File: config.mk
export PLATFORM = sky130hd
export DESIGN_NAME = wdt_sleep_ctrl
export DESIGN_NICKNAME = d
export VERILOG_FILES = /design/src/design/wdsl_pkg.sv /design/src/design/wdt_sleep_ctrl.sv /design/src/design/bit_sync2.sv /design/src/design/wdt_counter.sv
export SDC_FILE = /design/constraint.sdc
export NUM_CORES = 1
export LEC_CHECK = 0
export ABC_AREA = 1
export BUFFER_PORTS_ARGS = -buffer_cell sky130_fd_sc_hd__clkbuf_2
export CORE_MARGIN = 3
export CORE_UTILIZATION = 40
export DETAILED_ROUTE_END_ITERATION = 8
export GPL_ROUTABILITY_DRIVEN = 0
export MAX_ROUTING_LAYER = met4
export PLACE_DENSITY = 0.63
export SYNTH_ARGS = -nofsm -noshare
export SYNTH_HDL_FRONTEND = slang
export SYNTH_SLANG_ARGS = --single-unit
File: constraint.sdc
create_clock -name mclk_i -period 2.8 [get_ports mclk_i]
set_clock_uncertainty 0.1 [all_clocks]
set_input_delay 0.28 -clock mclk_i [delete_from_list [all_inputs] [get_ports mclk_i]]
set_output_delay 0.28 -clock mclk_i [all_outputs]
set_load 0.02 [all_outputs]
File: src/design/wdsl_pkg.sv
// shared constants and types for the watchdog and sleep/wake block
package wdsl_pkg;

  // ----------------------------------------
  // clocking
  // ----------------------------------------
  localparam int CLK_HZ = 40000000;
  localparam int LF_HZ = 31000;
  localparam logic [10:0] LF_DIV_M1 = 11'(CLK_HZ / LF_HZ - 1);
  // start-up delay in low-frequency ticks, value is a plain default
  localparam logic [9:0] OST_TICKS_M1 = 10'h3ff;

  // ----------------------------------------
  // register map (printed offsets are word indexes)
  // ----------------------------------------
  localparam logic [9:0] IDX_WDT_CTL = 10'h018;
  localparam logic [9:0] IDX_OPTION = 10'h081;
  localparam logic [9:0] IDX_STATUS = 10'h082;

  // ----------------------------------------
  // fields and reset values
  // ----------------------------------------
  localparam int CTL_SWEN_BIT = 0;
  localparam int CTL_PSEL_LSB = 1;
  localparam int CTL_PSEL_MSB = 4;
  localparam logic [4:0] CTL_RST = 5'h08;
  localparam logic [7:0] OPTION_RST = 8'hff;
  localparam logic [3:0] PSEL_MAX = 4'hb;
  localparam int PSEL_BASE_LOG2 = 5;
  localparam int IO_W = 6;

  // ----------------------------------------
  // power state
  // ----------------------------------------
  typedef enum logic [1:0] {
    ST_AWAKE = 2'b00,
    ST_SLEEP = 2'b01,
    ST_OST = 2'b10
  } pwr_state_e;

  typedef struct packed {
    logic [IO_W-1:0] out;
    logic [IO_W-1:0] oe;
  } io_drive_s;

endpackage : wdsl_pkg

File: src/design/wdt_sleep_ctrl.sv
// watchdog, sleep entry and wake-up control with ahb-lite registers
//
// What this block does
// - clear watchdog on disable, instruction, osc fail, wake
// - crystal wake holds watchdog clear through start-up
// - period code doubles ratio, 1:32 to 1:65536
// - period field resets to code 0100
// - bit 0 software enable, resets off
// - fuse set forces watchdog on
// - control bits 7 to 5 read zero
// - sleep clears watchdog, pd, sets to, osc off
// - io pins hold their drive during sleep
// - watchdog reset is internal, pin untouched
// - pin wake resets, other wakes continue
// - pd set at power-up, to cleared on wdt wake
// - prefetch next instruction during sleep
// - interrupt wake needs own enable, ignores global
// - global enable picks continue or vector
// - pending interrupt makes sleep a no-operation
// - interrupt during sleep completes sleep, wakes
// - every wake-up clears the watchdog
// - clocks stop, only listed sources wake
// - time base from 31 khz low-frequency oscillator; here mclk divided down by 1290
// - watchdog held while start-up timer counts
//
// Implementation choice: the AHB-Lite slave port.
`timescale 1ns/1ps
module wdt_sleep_ctrl import wdsl_pkg::*; (
  // clock and reset
  input wire logic mclk_i,
  input wire logic srst_i,
  // ahb-lite slave
  input wire logic hsel_i,
  input wire logic [31:0] haddr_i,
  input wire logic [1:0] htrans_i,
  input wire logic hwrite_i,
  input wire logic [2:0] hsize_i,
  input wire logic [31:0] hwdata_i,
  input wire logic hready_i,
  output logic [31:0] hrdata_o,
  output logic hreadyout_o,
  output logic hresp_o,
  // core events and interrupt state
  input wire logic sleep_instr_i,
  input wire logic clear_watchdog_instr_i,
  input wire logic osc_fail_i,
  input wire logic crystal_mode_i,
  input wire logic global_irq_enable_i,
  input wire logic [7:0] irq_enable_i,
  input wire logic [7:0] irq_flag_i,
  input wire io_drive_s io_i,
  // pins
  input wire logic master_clear_pin_i,
  input wire logic config_watchdog_force_i,
  // control outputs
  output logic core_run_o,
  output logic osc_driver_en_o,
  output logic device_reset_o,
  output logic wake_continue_o,
  output logic vector_after_next_o,
  output logic prefetch_next_o,
  output logic power_down_flag_o,
  output logic wdt_expiry_flag_o,
  output io_drive_s io_o
);

  // ----------------------------------------
  // state
  // ----------------------------------------
  typedef struct packed {
    pwr_state_e st;
    logic [4:0] wdt_ctl;
    logic [7:0] option;
    logic pd;
    logic to;
    logic dp_wr;
    logic [9:0] dp_idx;
    logic [31:0] rdata;
    logic [10:0] lf_div;
    logic lf_tick;
    logic [9:0] ost_cnt;
    logic vec_pend;
    logic wdt_clr;
    logic rst;
    logic wake;
    logic vec;
    logic prefetch;
    logic osc_en;
    logic run;
    io_drive_s io;
  } ctl_state_s;

  ctl_state_s s;
  ctl_state_s next_s;
  logic [1:0] pin_sync;
  logic master_clear_pin_low;
  logic force_on;
  logic wdt_en;
  logic irq_pend;
  logic wdt_expire;
  logic [15:0] wdt_count;
  logic addr_ok;

  bit_sync2 #(.W(2)) u_pin_sync (
    .mclk_i(mclk_i),
    .srst_i(srst_i),
    .async_i({master_clear_pin_i, config_watchdog_force_i}),
    .sync_o(pin_sync)
  );

  assign master_clear_pin_low = !pin_sync[1];
  assign force_on = pin_sync[0];
  assign wdt_en = force_on || s.wdt_ctl[CTL_SWEN_BIT];
  // the irq vector holds only the eight sleep-capable sources
  assign irq_pend = |(irq_enable_i & irq_flag_i);
  assign addr_ok = hsel_i && htrans_i[1] && hready_i;

  wdt_counter u_wdt (
    .mclk_i(mclk_i),
    .srst_i(srst_i),
    .tick_i(s.lf_tick),
    .clear_i(s.wdt_clr),
    .run_i(wdt_en && s.st != ST_OST),
    .period_sel_i(s.wdt_ctl[CTL_PSEL_MSB:CTL_PSEL_LSB]),
    .expire_o(wdt_expire),
    .count_o(wdt_count)
  );

  // ----------------------------------------
  // next state
  // ----------------------------------------
  always_comb begin
    next_s = s;
    next_s.rst = master_clear_pin_low;
    next_s.wake = 1'b0;
    next_s.vec = 1'b0;
    next_s.prefetch = 1'b0;
    next_s.lf_tick = 1'b0;
    // low-frequency time base
    if (s.lf_div == LF_DIV_M1) begin
      next_s.lf_div = '0;
      next_s.lf_tick = 1'b1;
    end else begin
      next_s.lf_div = s.lf_div + 11'h001;
    end
    // the clear is registered, so the count drops two cycles after its cause
    next_s.wdt_clr = !wdt_en || clear_watchdog_instr_i || osc_fail_i;
    // register writes land in the data phase
    if (s.dp_wr) begin
      case (s.dp_idx)
        IDX_WDT_CTL: next_s.wdt_ctl = hwdata_i[4:0];
        IDX_OPTION: next_s.option = hwdata_i[7:0];
        default: next_s.option = next_s.option;
      endcase
    end
    next_s.dp_wr = addr_ok && hwrite_i;
    if (addr_ok) begin
      next_s.dp_idx = haddr_i[11:2];
    end
    case (s.st)
      ST_AWAKE: begin
        next_s.io = io_i;
        // an awake overflow wins over a sleep request in the same cycle
        if (wdt_expire) begin
          next_s.rst = 1'b1;
          next_s.to = 1'b0;
        end else if (sleep_instr_i && !irq_pend) begin
          next_s.st = ST_SLEEP;
          next_s.wdt_clr = 1'b1;
          next_s.pd = 1'b0;
          next_s.to = 1'b1;
          next_s.osc_en = 1'b0;
          next_s.prefetch = 1'b1;
        end
      end
      ST_SLEEP: begin
        // io state frozen from the last awake cycle
        next_s.io = s.io;
        if (master_clear_pin_low) begin
          next_s.st = ST_AWAKE;
          next_s.wdt_clr = 1'b1;
          next_s.osc_en = 1'b1;
        end else if (wdt_expire || irq_pend) begin
          if (wdt_expire) begin
            next_s.to = 1'b0;
          end
          next_s.vec_pend = !wdt_expire && global_irq_enable_i;
          next_s.wdt_clr = 1'b1;
          next_s.osc_en = 1'b1;
          next_s.ost_cnt = '0;
          if (crystal_mode_i) begin
            next_s.st = ST_OST;
          end else begin
            next_s.st = ST_AWAKE;
            next_s.wake = 1'b1;
            next_s.vec = next_s.vec_pend;
          end
        end
      end
      ST_OST: begin
        next_s.io = s.io;
        next_s.wdt_clr = 1'b1;
        if (master_clear_pin_low) begin
          next_s.st = ST_AWAKE;
        end else if (s.lf_tick) begin
          if (s.ost_cnt == OST_TICKS_M1) begin
            next_s.st = ST_AWAKE;
            next_s.wake = 1'b1;
            next_s.vec = s.vec_pend;
          end else begin
            next_s.ost_cnt = s.ost_cnt + 10'h001;
          end
        end
      end
      default: begin
        next_s.st = ST_AWAKE;
      end
    endcase
    next_s.run = (next_s.st == ST_AWAKE);
    // read data forwarded from the updated registers
    if (addr_ok && !hwrite_i) begin
      case (haddr_i[11:2])
        IDX_WDT_CTL: next_s.rdata = {27'h0, next_s.wdt_ctl};
        IDX_OPTION: next_s.rdata = {24'h0, next_s.option};
        IDX_STATUS: next_s.rdata = {27'h0, wdt_en, next_s.st, next_s.to, next_s.pd};
        default: next_s.rdata = 32'h0;
      endcase
    end
  end

  always_ff @(posedge mclk_i) begin
    if (srst_i) begin
      s <= '0;
      s.st <= ST_AWAKE;
      s.wdt_ctl <= CTL_RST;
      s.option <= OPTION_RST;
      s.pd <= 1'b1;
      s.to <= 1'b1;
      s.wdt_clr <= 1'b1;
      s.osc_en <= 1'b1;
      s.run <= 1'b1;
    end else begin
      s <= next_s;
    end
  end

  // ----------------------------------------
  // outputs
  // ----------------------------------------
  assign hrdata_o = s.rdata;
  assign hreadyout_o = 1'b1;
  assign hresp_o = 1'b0;
  assign core_run_o = s.run;
  assign osc_driver_en_o = s.osc_en;
  assign device_reset_o = s.rst;
  assign wake_continue_o = s.wake;
  assign vector_after_next_o = s.vec;
  assign prefetch_next_o = s.prefetch;
  assign power_down_flag_o = s.pd;
  assign wdt_expiry_flag_o = s.to;
  assign io_o = s.io;
endmodule : wdt_sleep_ctrl

File: src/design/bit_sync2.sv
// two-flop synchroniser for asynchronous levels
`timescale 1ns/1ps
module bit_sync2 import wdsl_pkg::*; #(
  parameter int W = 1
) (
  // clock and reset
  input wire logic mclk_i,
  input wire logic srst_i,
  // levels
  input wire logic [W-1:0] async_i,
  output logic [W-1:0] sync_o
);

  typedef struct packed {
    logic [W-1:0] meta;
    logic [W-1:0] sync;
  } sync_state_s;

  sync_state_s s;
  sync_state_s next_s;

  always_comb begin
    next_s.meta = async_i;
    next_s.sync = s.meta;
  end

  always_ff @(posedge mclk_i) begin
    if (srst_i) begin
      s <= '0;
    end else begin
      s <= next_s;
    end
  end

  assign sync_o = s.sync;

endmodule : bit_sync2

File: src/design/wdt_counter.sv
// watchdog synchronous tick counter with period select
`timescale 1ns/1ps
module wdt_counter import wdsl_pkg::*; (
  // clock and reset
  input wire logic mclk_i,
  input wire logic srst_i,
  // control
  input wire logic tick_i,
  input wire logic clear_i,
  input wire logic run_i,
  input wire logic [3:0] period_sel_i,
  // status
  output logic expire_o,
  output logic [15:0] count_o
);

  typedef struct packed {
    logic [15:0] cnt;
    logic expire;
  } cnt_state_s;

  cnt_state_s s;
  cnt_state_s next_s;
  logic [3:0] psel;
  logic [15:0] term;

  // reserved codes fall back to the longest period
  assign psel = (period_sel_i > PSEL_MAX) ? PSEL_MAX : period_sel_i;
  assign term = 16'((32'd1 << (PSEL_BASE_LOG2 + 32'(psel))) - 32'd1);

  always_comb begin
    next_s = s;
    next_s.expire = 1'b0;
    if (clear_i) begin
      next_s.cnt = '0;
    end else if (run_i && tick_i) begin
      if (s.cnt >= term) begin
        next_s.cnt = '0;
        next_s.expire = 1'b1;
      end else begin
        next_s.cnt = s.cnt + 16'h0001;
      end
    end
  end

  always_ff @(posedge mclk_i) begin
    if (srst_i) begin
      s <= '0;
    end else begin
      s <= next_s;
    end
  end

  assign expire_o = s.expire;
  assign count_o = s.cnt;
endmodule : wdt_counter

==> out/summary.txt, run 1 <==
status: complete, no violations
type of destination of the critical path: register
Setup Fix Bufs, Post-CTS: 0
total standard cell area after synthesis: 0.005311 mm²
number of DRC violations after detailed-routing iteration 0: 195
Async S/R FF share, synth: 0%
Die Area: 0.01470 mm²
number of vias in the routed layout: 4518
Max rail drop VDD: 0.0003591 V
area taken by multi-input logic gates: 0.002655 mm²
leakage component of the power: 0.002724 µW
worst setup slack for register-to-register paths: 0.42 ns
Layout Nets: 958
Max H-tree Level: 3
share of synthesized area occupied by flip-flops and latches: 37.31%
clock sink total: 99
Synth Instances: 752
combined global-route utilization of all metal layers: 16.24%
wire length of the first global-routing pass: 18740 µm
classification of the worst-slack hold path: primary input to register
final number of max-transition violations: 0
share of final-layout standard cells stronger than drive strength 1: 15.56%
Final Hold Vio Count: 0
number of buffers added by the clock tree synthesis step: 9
Critical Path, Cell by Cell: inv_1, o21ai_0, nand2_1, xnor2_1, ha_1, nand2_1, nor3_1, nand3_1, nand3_1, nand2_1, nand2_1, buf_4, nor2_1
crit path time final: 2.382 ns
unrepaired setup endpoints after global routing: false
area inside the core boundary: 0.01282 mm²
max incr delay on CP: 0.39 ns
count leader, synth: sky130_fd_sc_hd__nand2_1
standard cell with the maximum stage delay on the critical path: sky130_fd_sc_hd__dfxtp_1
setup TNS: 0 ns
Boundary Pins: 163
# DRC: 0
overall overflow remaining after global route: 0
drt pass-1 iters: 4
Via-to-Cell Ratio: 4.513
number of different library cells in the post-synthesis netlist: 38
Starting Density: 41.41%
number of synthesized register bits: 99
post-synthesis share of cell area spent on full adders, half adders and majority gates: 5.889%
fraction of the mapped netlist area in compound gates: 10.51%
count of cells resized by post-cts repair: 0
prevailing post-synth register cell: sky130_fd_sc_hd__dfxtp_1
Detailed Route WL: 11030 µm
storage element area: 0.001982 mm²
number of max-cap violations: 0
final setup violation count: 0
count of inserted antenna diode cells: 0
library cell occupying the most area in the post-synthesis netlist: sky130_fd_sc_hd__dfxtp_1
syn_area_per_cell: 7.063 µm²
pin count of the biggest net entering global routing: 40
clock insertion delay at the later pin of the skew report: 0.35 ns
worst slew margin relative to its limit: 66.40%
CTS tree: built
Yosys top cell area share: 37.31%
DIE HEIGHT: 121.2 µm
count of input and output buffers: 86
vias in the first global route: 4122
dominant combinational cell family by area after synthesis: simple AND/OR/NAND/NOR gates
startpoint-to-endpoint class of the critical path: register to register
Crit Path Max Fanout: 15
clock-pin slew on the worst setup and hold paths: 0.07 ns
antenna violations before repair: 0
die boundary width: 121.2 µm
leading cell types by total area after synthesis: sky130_fd_sc_hd__dfxtp_1 37%, sky130_fd_sc_hd__nand2_1 11%, sky130_fd_sc_hd__inv_1 6.8%, sky130_fd_sc_hd__buf_4 6.6%, sky130_fd_sc_hd__nor2_1 6.4%
Placement Rows: 41
number of hold buffers added after cts: 0
number of nets with antenna violations after routing: 0
required time of the critical path: 2.94 ns
maximum frequency from static timing analysis: 419.8 MHz
leading cell types by count after synthesis: 150 x sky130_fd_sc_hd__nand2_1, 99 x sky130_fd_sc_hd__dfxtp_1, 96 x sky130_fd_sc_hd__inv_1
Worst path most repeated cell: sky130_fd_sc_hd__nand2_1
Cell Pwr Density: 488.8 mW/mm²
library cell used as clock root buffer: sky130_fd_sc_hd__clkbuf_16
crit path DAT: 2.52 ns
post-synthesis share of cell area spent on and, or, nand and nor gates: 28.67%
Worst Hold Slack: 0.01831 ns
maximum root-to-sink buffer count: 2
worst-margin pin slew: 0.4994 ns
post-synthesis mux area share: 0%
number of warnings issued by yosys: 0
XOR/XNOR Fraction of Synth Area: 2.803%
Synth-to-Final Area Change: 13.17%
post-DP HPWL: 8645 µm
Final period util: 85.07%
post-detailed-route wirelength per cell: 11.02 µm
number of flops mapped to enable cells by yosys: 0
startpoint kind of the worst setup timing path: register
number of inserted filler cells in the final layout: 1352
[power breakdown]
| part | total [µW] | internal [µW] | leakage (µW) | switching (µW) |
|---|---|---|---|---|
| Sequential | 1460 | 1440 | 0.000805 | 16.0 |
| Combinational | 240 | 81.0 | 0.00178 | 159 |
| Clock | 1240 | 716 | 0.000139 | 526 |
| Total | 2940 | 2240 | 0.00272 | 701 |
[registers in the layout, summed over array words and instances (netlist names), 2 cells and up]
signal and count:
io_o 12, u_pin_sync.next_s 2, u_wdt.count_o 16, hrdata_o 8
u_pin_sync.sync_o 2, s 50
[metal layers]
metal | track usage [%] | up-vias | part of all wire (%)
met3 | 4.056 | 13 | 5.2
met4 | 5.882 | 0 | 1.8
met5 | - | - | 0
met1 | 21.11 | 1944 | 50
met2 | 24.66 | 96 | 43
li1 | - | 2465 | -
[stage by stage]
stage	area [µm²]	setup slack, ns	cells	util, %	power (µW)
2_1_floorplan	5416	0.5746	780	-	1681
3_3_place_gp	5714	0.4133	985	44.56	1727
3_5_place_dp	5714	0.3932	985	44.56	1728
4_1_cts	6011	0.3809	1001	46.87	2981
5_1_grt	6011	0.02267	1001	46.87	3064
6_report	6011	0.4180	1001	46.87	2938
[cell type report]
type                       instances  share of cell area (%)
sequential                        99                   32.97
multi-input combinational        521                   44.17
timing repair buffer              94                   8.160
clock inverter                     4                  0.8326
tap                              172                   3.580
clock buffer                      12                   4.101
inverter                          99                   6.182
[critical path, delay by kind of cell (launching register included)]
kind	cells	cell delay [ns]
flops	1	0.39
buf+inv	2	0.30
xor+xnor	1	0.13
simple gates	8	0.85
fa+ha+maj	1	0.27
compound gates	1	0.22
[kinds of logic (layout without fill, tap and decap cells)]
| family | count (synthesis) | in the layout |
|---|---|---|
| adder cells (fa/ha/maj) | 25 | 25 |
| AO/OA/AOI/OAI | 106 | 106 |
| buffers and inverters | 160 | 209 |
| XOR/XNOR | 17 | 17 |
| AND/OR/NAND/NOR | 343 | 343 |
| other | 2 | 30 |
| flip-flops | 99 | 99 |
[layout by cell type, fill, tap and decap left out, drive strengths merged, types with 25 or more instances in the layout]
cell type / count
nor2: 98
inv: 98
clkbuf: 98
nand3: 40
nand2: 154
ha: 25
a21oi: 50
o21ai: 45
dfxtp: 99
conb: 30
[final timing paths]
path | end | depth (start not counted) | from
hold reg to reg | u_pin_sync.sync_o[0] | 2 | u_pin_sync.next_s[0]
setup / recovery | u_wdt.count_o[15] | 13 | s[98]
hold / removal | u_pin_sync.next_s[1] | 3 | master_clear_pin_i
setup reg to reg | u_wdt.count_o[15] | 13 | s[98]
Power figures use the tool's default switching activity.
==> run 2: changes to the inputs <==
--- a/config.mk
+++ b/config.mk
@@ -5,10 +5,10 @@
 export SDC_FILE = /design/constraint.sdc
 export NUM_CORES = 1
 export LEC_CHECK = 0
-export ABC_AREA = 1
 export BUFFER_PORTS_ARGS = -buffer_cell sky130_fd_sc_hd__clkbuf_2
 export CORE_MARGIN = 3
 export CORE_UTILIZATION = 40
+export CTS_CLUSTER_SIZE = 25
 export DETAILED_ROUTE_END_ITERATION = 8
 export GPL_ROUTABILITY_DRIVEN = 0
 export MAX_ROUTING_LAYER = met4
==> run 2 against run 1 <==
Effect of this change:
- clock power grew 13%
- sequential share of layout area grew 1.2 points
- via count is 6.9% lower
- final cell count shrank 17%
- die area fell by 3.4%
- synthesized cell count shrank 20%
- largest power group unchanged
==> out/summary.txt, run 2 <==
worst r2r src: s[80]
count leader, synth: sky130_fd_sc_hd__dfxtp_1
CP bufs+invs: 0 (-2)
number of different library cells in the post-synthesis netlist: 67 (+76%)
area inside the core boundary: 0.01226 mm² (-4.4%)
maximum root-to-sink buffer count: 2 (unchanged)
worst slew margin relative to its limit: 50.10% (-16 points)
die boundary width: 119.1 µm (-1.7%)
timing startpoint of the critical path: s[80]
crit path DAT: 2.55 ns (+0.03 ns)
Detailed Route WL: 11230 µm (+1.8%)
cell class contributing the biggest share of worst-path delay: simple AND/OR/NAND/NOR gates
leading cell types by count after synthesis: 99 x sky130_fd_sc_hd__dfxtp_1, 74 x sky130_fd_sc_hd__nand2_1, 70 x sky130_fd_sc_hd__nor2_1
share of synthesized area occupied by flip-flops and latches: 38.71% (+1.4 points)
path length in cells of the critical path: 6 (-7)
share of final-layout standard cells stronger than drive strength 1: 17.44% (+1.9 points)
Final period util: 86.75% (+1.7 points)
setup TNS: 0 ns (unchanged)
final number of max-transition violations: 0 (unchanged)
number of synthesized register bits: 99 (unchanged)
Starting Density: 41.76% (+0.34 points)
total standard cell area after synthesis: 0.005120 mm² (-3.6%)
Crit Path Max Fanout: 10 (-5)
library cell occupying the most area in the post-synthesis netlist: sky130_fd_sc_hd__dfxtp_1
pin count of the biggest net entering global routing: 49 (+23%)
Critical Path, Cell by Cell: nor4b_1, nand2_1, or4_1, and4_1, nor4_1, o31ai_1
Yosys top cell area share: 38.71% (+1.4 points)
Layout Nets: 794 (-17%)
fraction of the mapped netlist area in compound gates: 11.12% (+0.61 points)
Max rail drop VDD: 0.0003086 V (-14%)
Critical path destination: hrdata_o[1]
crit path time final: 2.429 ns (+0.04705 ns)
post-synthesis share of cell area spent on full adders, half adders and majority gates: 6.109% (+0.22 points)
prevailing post-synth register cell: sky130_fd_sc_hd__dfxtp_1
Cell Pwr Density: 530.1 mW/mm² (+8.5%)
clock-pin slew on the worst setup and hold paths: 0.07 ns (about the same)
number of nets with antenna violations after routing: 0 (unchanged)
combined global-route utilization of all metal layers: 16.92% (+0.68 points)
leading cell types by total area after synthesis: sky130_fd_sc_hd__dfxtp_1 39%, sky130_fd_sc_hd__buf_4 6.7%, sky130_fd_sc_hd__ha_1 6.1%, sky130_fd_sc_hd__mux2i_1 5.5%, sky130_fd_sc_hd__nand2_1 5.4%
# DRC: 0 (unchanged)
maximum frequency from static timing analysis: 411.7 MHz (-1.9%)
post-DP HPWL: 8548 µm (-1.1%)
worst setup slack for register-to-register paths: 0.37 ns (-0.05 ns)
number of DRC violations after detailed-routing iteration 0: 322 (+65%)
Synth Instances: 598 (-20%)
clock sink total: 99 (unchanged)
number of flip-flops in the largest register: 50 (unchanged)
clock insertion delay at the later pin of the skew report: 0.35 ns (about the same)
Biggest register: s
standard cell with the maximum stage delay on the critical path: sky130_fd_sc_hd__or4_1
number of vias in the routed layout: 4207 (-6.9%)
Final Hold Vio Count: 0 (unchanged)
status: complete, no violations
CTS tree: built
Boundary Pins: 163 (unchanged)
XOR/XNOR Fraction of Synth Area: 5.303% (+2.5 points)
post-detailed-route wirelength per cell: 13.48 µm (+22%)
DIE HEIGHT: 119.1 µm (-1.7%)
Worst Hold Slack: 0.06512 ns (+0.04681 ns)
number of flops mapped to enable cells by yosys: 0 (unchanged)
Synth-to-Final Area Change: 13.42%
Placement Rows: 40 (-2.4%)
Max H-tree Level: 3 (unchanged)
final setup violation count: 0 (unchanged)
leakage component of the power: 0.002523 µW (-7.4%)
Via-to-Cell Ratio: 5.050 (+12%)
number of max-cap violations: 0 (unchanged)
vias in the first global route: 4142 (+0.49%)
depth of the worst register-to-register path: 6 (-7)
required time of the critical path: 2.92 ns (-0.02 ns)
number of buffers added by the clock tree synthesis step: 9 (unchanged)
startpoint kind of the worst setup timing path: register
Setup Fix Bufs, Post-CTS: 0 (unchanged)
overall overflow remaining after global route: 0 (unchanged)
number of warnings issued by yosys: 0 (unchanged)
commonest non-fill, non-tap cells in the layout: 99 x sky130_fd_sc_hd__dfxtp_1, 86 x sky130_fd_sc_hd__clkbuf_2, 74 x sky130_fd_sc_hd__nand2_1
Async S/R FF share, synth: 0% (unchanged)
max incr delay on CP: 0.77 ns (+0.38 ns)
post-synthesis mux area share: 5.474% (+5.5 points)
startpoint-to-endpoint class of the critical path: register to register
post-synthesis share of cell area spent on and, or, nand and nor gates: 23.78% (-4.9 points)
drt pass-1 iters: 4 (unchanged)
number of hold buffers added after cts: 0 (unchanged)
type of destination of the critical path: register
library cell used as clock root buffer: sky130_fd_sc_hd__clkbuf_16
unrepaired setup endpoints after global routing: false
count of cells resized by post-cts repair: 0 (unchanged)
count of input and output buffers: 86 (unchanged)
dominant combinational cell family by area after synthesis: simple AND/OR/NAND/NOR gates
Die Area: 0.01419 mm² (-3.4%)
wire length of the first global-routing pass: 19220 µm (+2.6%)
worst-margin pin slew: 0.7451 ns (+0.2457 ns)
most common cell after layout, fill and taps aside: sky130_fd_sc_hd__dfxtp_1
antenna violations before repair: 0 (unchanged)
classification of the worst-slack hold path: primary input to register
count of inserted antenna diode cells: 0 (unchanged)
reg-to-reg critical path endpoint: hrdata_o[1]
syn_area_per_cell: 8.562 µm² (+21%)
run 2: changes by cell type after synthesis, moves of 9 or more:
| cell | change |
|---|---|
| sky130_fd_sc_hd__inv_1 | -86 |
| sky130_fd_sc_hd__nand2_1 | -76 |
| sky130_fd_sc_hd__o21ai_0 | -34 |
| sky130_fd_sc_hd__mux2i_1 | +28 |
| sky130_fd_sc_hd__a21oi_1 | -22 |
| sky130_fd_sc_hd__nor2_1 | -21 |
| sky130_fd_sc_hd__nand3_1 | -13 |
| sky130_fd_sc_hd__clkbuf_1 | +11 |
| sky130_fd_sc_hd__and3_1 | +9 |
| sky130_fd_sc_hd__nor2b_1 | +9 |
| sky130_fd_sc_hd__nor3_1 | -9 |
| sky130_fd_sc_hd__xor2_1 | +9 |
run 2: how the worst min path moves through the flow:
stage	startpoint	end	depth (start not counted)
2_1_floorplan	hwdata_i[1]	s[88]	2
3_3_place_gp	u_pin_sync.next_s[0]	u_pin_sync.sync_o[0]	1
3_5_place_dp	u_pin_sync.next_s[0]	u_pin_sync.sync_o[0]	1
4_1_cts	io_i[3]	io_o[3]	3
5_1_grt	master_clear_pin_i	u_pin_sync.next_s[1]	2
6_report	master_clear_pin_i	u_pin_sync.next_s[1]	2
run 2: cells by family after synthesis:
kind of cell	after synthesis
other	2
DFF	99
buffers and inverters	79
xor gates and xnor gates	31
adders and majority gates	25
and+or+nand+nor	248
AOI/OAI and AO/OA	86
muxes	28
run 2: power breakdown:
part / leakage [µW] / switching [µW] / internal, µW / total [µW]
sequential: 0.000804 / 19.1 / 1430 / 1450
clock: 0.000167 / 586 / 809 / 1400
combinational: 0.00155 / 148 / 81.8 / 230
total: 0.00252 / 753 / 2330 / 3080
run 2: layer usage:
layer | vias to the layer above | part of all wire, % | GRT usage (%) | wire length, µm
met5 | - | 0 | - | 0
met4 | 0 | 1.2 | 4.417 | 133
met3 | 12 | 5.3 | 4.986 | 598
met2 | 101 | 48 | 27.76 | 5359
met1 | 1960 | 46 | 20.40 | 5139
li1 | 2134 | - | - | -
run 2: final cells by class:
class,instances,area (µm²)
clock buffers,9,225.2
inverters,11,41.29
flip-flops and latches,99,1982
clock inverters,7,116.4
fillers,1198,6455
repair buffers,91,467.9
multi-input cells,448,2764
well taps,168,210.2
run 2: stage by stage:
stage | cell area, µm² | total power [µW] | worst slack [ns] | std cells | util [%]
final | 5807 | 3078 | 0.3710 | 833 | 47.36
after global routing | 5807 | 3206 | 0.1222 | 833 | 47.36
after CTS | 5807 | 3120 | 0.3846 | 833 | 47.36
after detailed placement | 5465 | 1714 | 0.3921 | 817 | 44.57
after global placement | 5465 | 1707 | 0.4108 | 817 | 44.57
after floorplan | 5225 | 1668 | 0.3224 | 626 | -
==> run 3: changes to the inputs <==
--- a/config.mk
+++ b/config.mk
@@ -5,7 +5,8 @@
 export SDC_FILE = /design/constraint.sdc
 export NUM_CORES = 1
 export LEC_CHECK = 0
-export BUFFER_PORTS_ARGS = -buffer_cell sky130_fd_sc_hd__clkbuf_2
+export BUFFER_PORTS_ARGS = -buffer_cell sky130_fd_sc_hd__buf_4
+export CORE_ASPECT_RATIO = 1.25
 export CORE_MARGIN = 3
 export CORE_UTILIZATION = 40
 export CTS_CLUSTER_SIZE = 25
==> constraint.sdc (replaced) <==
create_clock -name mclk_i -period 2.8 [get_ports mclk_i]
set_clock_uncertainty 0.1 [all_clocks]
set_input_delay 0.56 -clock mclk_i [delete_from_list [all_inputs] [get_ports mclk_i]]
set_output_delay 0.56 -clock mclk_i [all_outputs]
set_load 0.02 [all_outputs]
==> run 3 against run 2 <==
Effect of this change:
- clock power is 14% lower
- core utilization is 1.0 points higher
- final cell count is 0.60% lower
- sequential power hardly changed
- largest power group unchanged
- maximum frequency is 1.1% lower
- wire length is 2.1% higher
- worst setup slack worse by 0.026 ns
- non-clock buffer count is 1 higher
==> out/summary.txt, run 3 (synthesized netlist as in run 2, its figures left out) <==
status: complete, no violations
commonest non-fill, non-tap cells in the layout: 99 x sky130_fd_sc_hd__dfxtp_1, 92 x sky130_fd_sc_hd__buf_4, 74 x sky130_fd_sc_hd__nand2_1
Max rail drop VDD: 0.0003371 V (+9.2%)
Via-to-Cell Ratio: 5.045 (-0.11%)
net switching share of the total power: 23.69% (-0.77 points)
count of cells resized by post-cts repair: 0 (unchanged)
number of max-cap violations: 0 (unchanged)
Synth-to-Final Area Change: 16.50%
unrepaired setup endpoints after global routing: false
combined global-route utilization of all metal layers: 16.72% (-0.20 points)
Placement Rows: 45 (+13%)
number of flip-flops in the largest register: 50 (unchanged)
Die Area: 0.01420 mm² (about the same)
CTS tree: built
classification of the worst-slack hold path: primary input to register
number of DRC violations after detailed-routing iteration 0: 143 (-56%)
max incr delay on CP: 0.56 ns (-0.21 ns)
number of buffers added by the clock tree synthesis step: 9 (unchanged)
startpoint kind of the worst setup timing path: register
internal power contribution: 2233 µW (-4.0%)
overall overflow remaining after global route: 0 (unchanged)
clock sink total: 99 (unchanged)
DIE HEIGHT: 132.5 µm (+11%)
Crit Path Max Fanout: 13 (+3)
final number of max-transition violations: 0 (unchanged)
leakage component of the power: 0.002556 µW (+1.3%)
Boundary Pins: 163 (unchanged)
count of inserted antenna diode cells: 0 (unchanged)
type of destination of the critical path: register
crit path time final: 2.455 ns (+0.02620 ns)
number of nets with antenna violations after routing: 0 (unchanged)
die boundary width: 107.2 µm (-10%)
part of the power in the clock network: 41.4% (-3.9 points)
pin count of the biggest net entering global routing: 51 (+4.1%)
most common cell after layout, fill and taps aside: sky130_fd_sc_hd__dfxtp_1
Cell Pwr Density: 490.6 mW/mm² (-7.4%)
maximum frequency from static timing analysis: 407.3 MHz (-1.1%)
setup TNS: 0 ns (unchanged)
number of hold buffers added after cts: 0 (unchanged)
portion of total power attributed to sequential cells: 49.6% (+2.4 points)
final setup violation count: 0 (unchanged)
power after layout: 2926 µW (-4.9%)
vias in the first global route: 4060 (-2.0%)
Setup Fix Bufs, Post-CTS: 0 (unchanged)
count of input and output buffers: 86 (unchanged)
post-detailed-route wirelength per cell: 13.85 µm (+2.8%)
maximum root-to-sink buffer count: 2 (unchanged)
Layout Nets: 795 (+0.13%)
required time of the critical path: 2.93 ns (about the same)
number of vias in the routed layout: 4177 (-0.71%)
Max H-tree Level: 3 (unchanged)
Final period util: 87.69% (+0.94 points)
post-DP HPWL: 8628 µm (+0.93%)
share of final-layout standard cells stronger than drive strength 1: 17.17% (-0.27 points)
combinational cell fraction of total power: 8.9% (+1.4 points)
standard cell with the maximum stage delay on the critical path: sky130_fd_sc_hd__dfxtp_1
Critical Path, Cell by Cell: o31ai_1, a21o_1, ha_1, o21ai_0, o21bai_1, nor2_1, a21o_1, o21bai_1, buf_4, nor2_1
Starting Density: 41.52% (-0.23 points)
worst slew margin relative to its limit: 42.05% (-8.1 points)
crit path DAT: 2.59 ns (+0.04 ns)
Detailed Route WL: 11470 µm (+2.1%)
antenna violations before repair: 0 (unchanged)
wire length of the first global-routing pass: 18730 µm (-2.6%)
Biggest register: s
worst-margin pin slew: 0.8653 ns (+0.1202 ns)
Net Sw Power: 693.3 µW (-7.9%)
startpoint-to-endpoint class of the critical path: register to register
library cell used as clock root buffer: sky130_fd_sc_hd__clkbuf_16
area inside the core boundary: 0.01233 mm² (+0.56%)
Final Hold Vio Count: 0 (unchanged)
number of inserted filler cells in the final layout: 1180 (-1.5%)
clock insertion delay at the later pin of the skew report: 0.34 ns (about the same)
clock-pin slew on the worst setup and hold paths: 0.07 ns (about the same)
# DRC: 0 (unchanged)
drt pass-1 iters: 4 (unchanged)
run 3: changes by cell type in the layout (fill, tap and decap cells not counted), sizes merged:
cell	before	now
buf	5	92
inv	14	11
bufinv	2	1
clkbuf	95	10
clkinv	2	3
run 3: path summary, 6_finish.rpt:
check | from | slack, ns | cells past startpoint | end
max | s[99] | 0.34 | 10 | u_wdt.count_o[9]
min | master_clear_pin_i | 0.32 | 2 | u_pin_sync.next_s[1]
max reg2reg | s[99] | 0.34 | 10 | u_wdt.count_o[9]
min reg2reg | u_pin_sync.next_s[1] | 0.35 | 1 | u_pin_sync.sync_o[1]
run 3: layer usage:
metal | global-route usage (%) | part of all wire, % | up-vias
met5 | - | 0 | -
met3 | 2.587 | 3.7 | 14
met4 | 6.183 | 1.8 | 0
met1 | 20.15 | 44 | 1950
met2 | 28.04 | 50 | 84
li1 | - | - | 2129
run 3: through the flow:
| step | util (%) | hold slack, ns | cell area (µm²) | cells | worst slack (ns) |
|---|---|---|---|---|---|
| 2_1_floorplan | - | 0.3138 | 5225 | 626 | 0.3224 |
| 3_3_place_gp | 46.09 | 0.3323 | 5683 | 814 | 0.2731 |
| 3_5_place_dp | 46.09 | 0.3321 | 5683 | 814 | 0.2272 |
| 4_1_cts | 48.37 | 0.3128 | 5964 | 828 | 0.3519 |
| 5_1_grt | 48.37 | 0.3397 | 5964 | 828 | 0.1008 |
| 6_report | 48.37 | 0.3229 | 5964 | 828 | 0.3448 |
run 3: critical path, delay by kind of cell (launching register included):
family | cells | cell delay [ns]
flops | 1 | 0.56
compound gates | 6 | 1.07
buf+inv | 1 | 0.20
simple gates | 2 | 0.14
fa+ha+maj | 1 | 0.28
run 3: area by class of cell:
cell class / count / area, µm² / share of cell area [%]
clock buffer: 10 / 229.0 / 3.839
clock inverter: 4 / 52.55 / 0.8811
inverter: 11 / 41.29 / 0.6923
multi-input combinational: 448 / 2764 / 46.34
sequential: 99 / 1982 / 33.23
tap: 164 / 205.2 / 3.440
timing repair buffer: 92 / 690.7 / 11.58
run 3: power by group through the flow:
stage / Clock [µW] / Sequential (µW) / Combinational [µW]
3_5_place_dp: 0 / 1480 / 261
5_1_grt: 1300 / 1460 / 287
4_1_cts: 1240 / 1450 / 262
2_1_floorplan: 0 / 1480 / 185
3_3_place_gp: 0 / 1480 / 257
6_report: 1210 / 1450 / 262
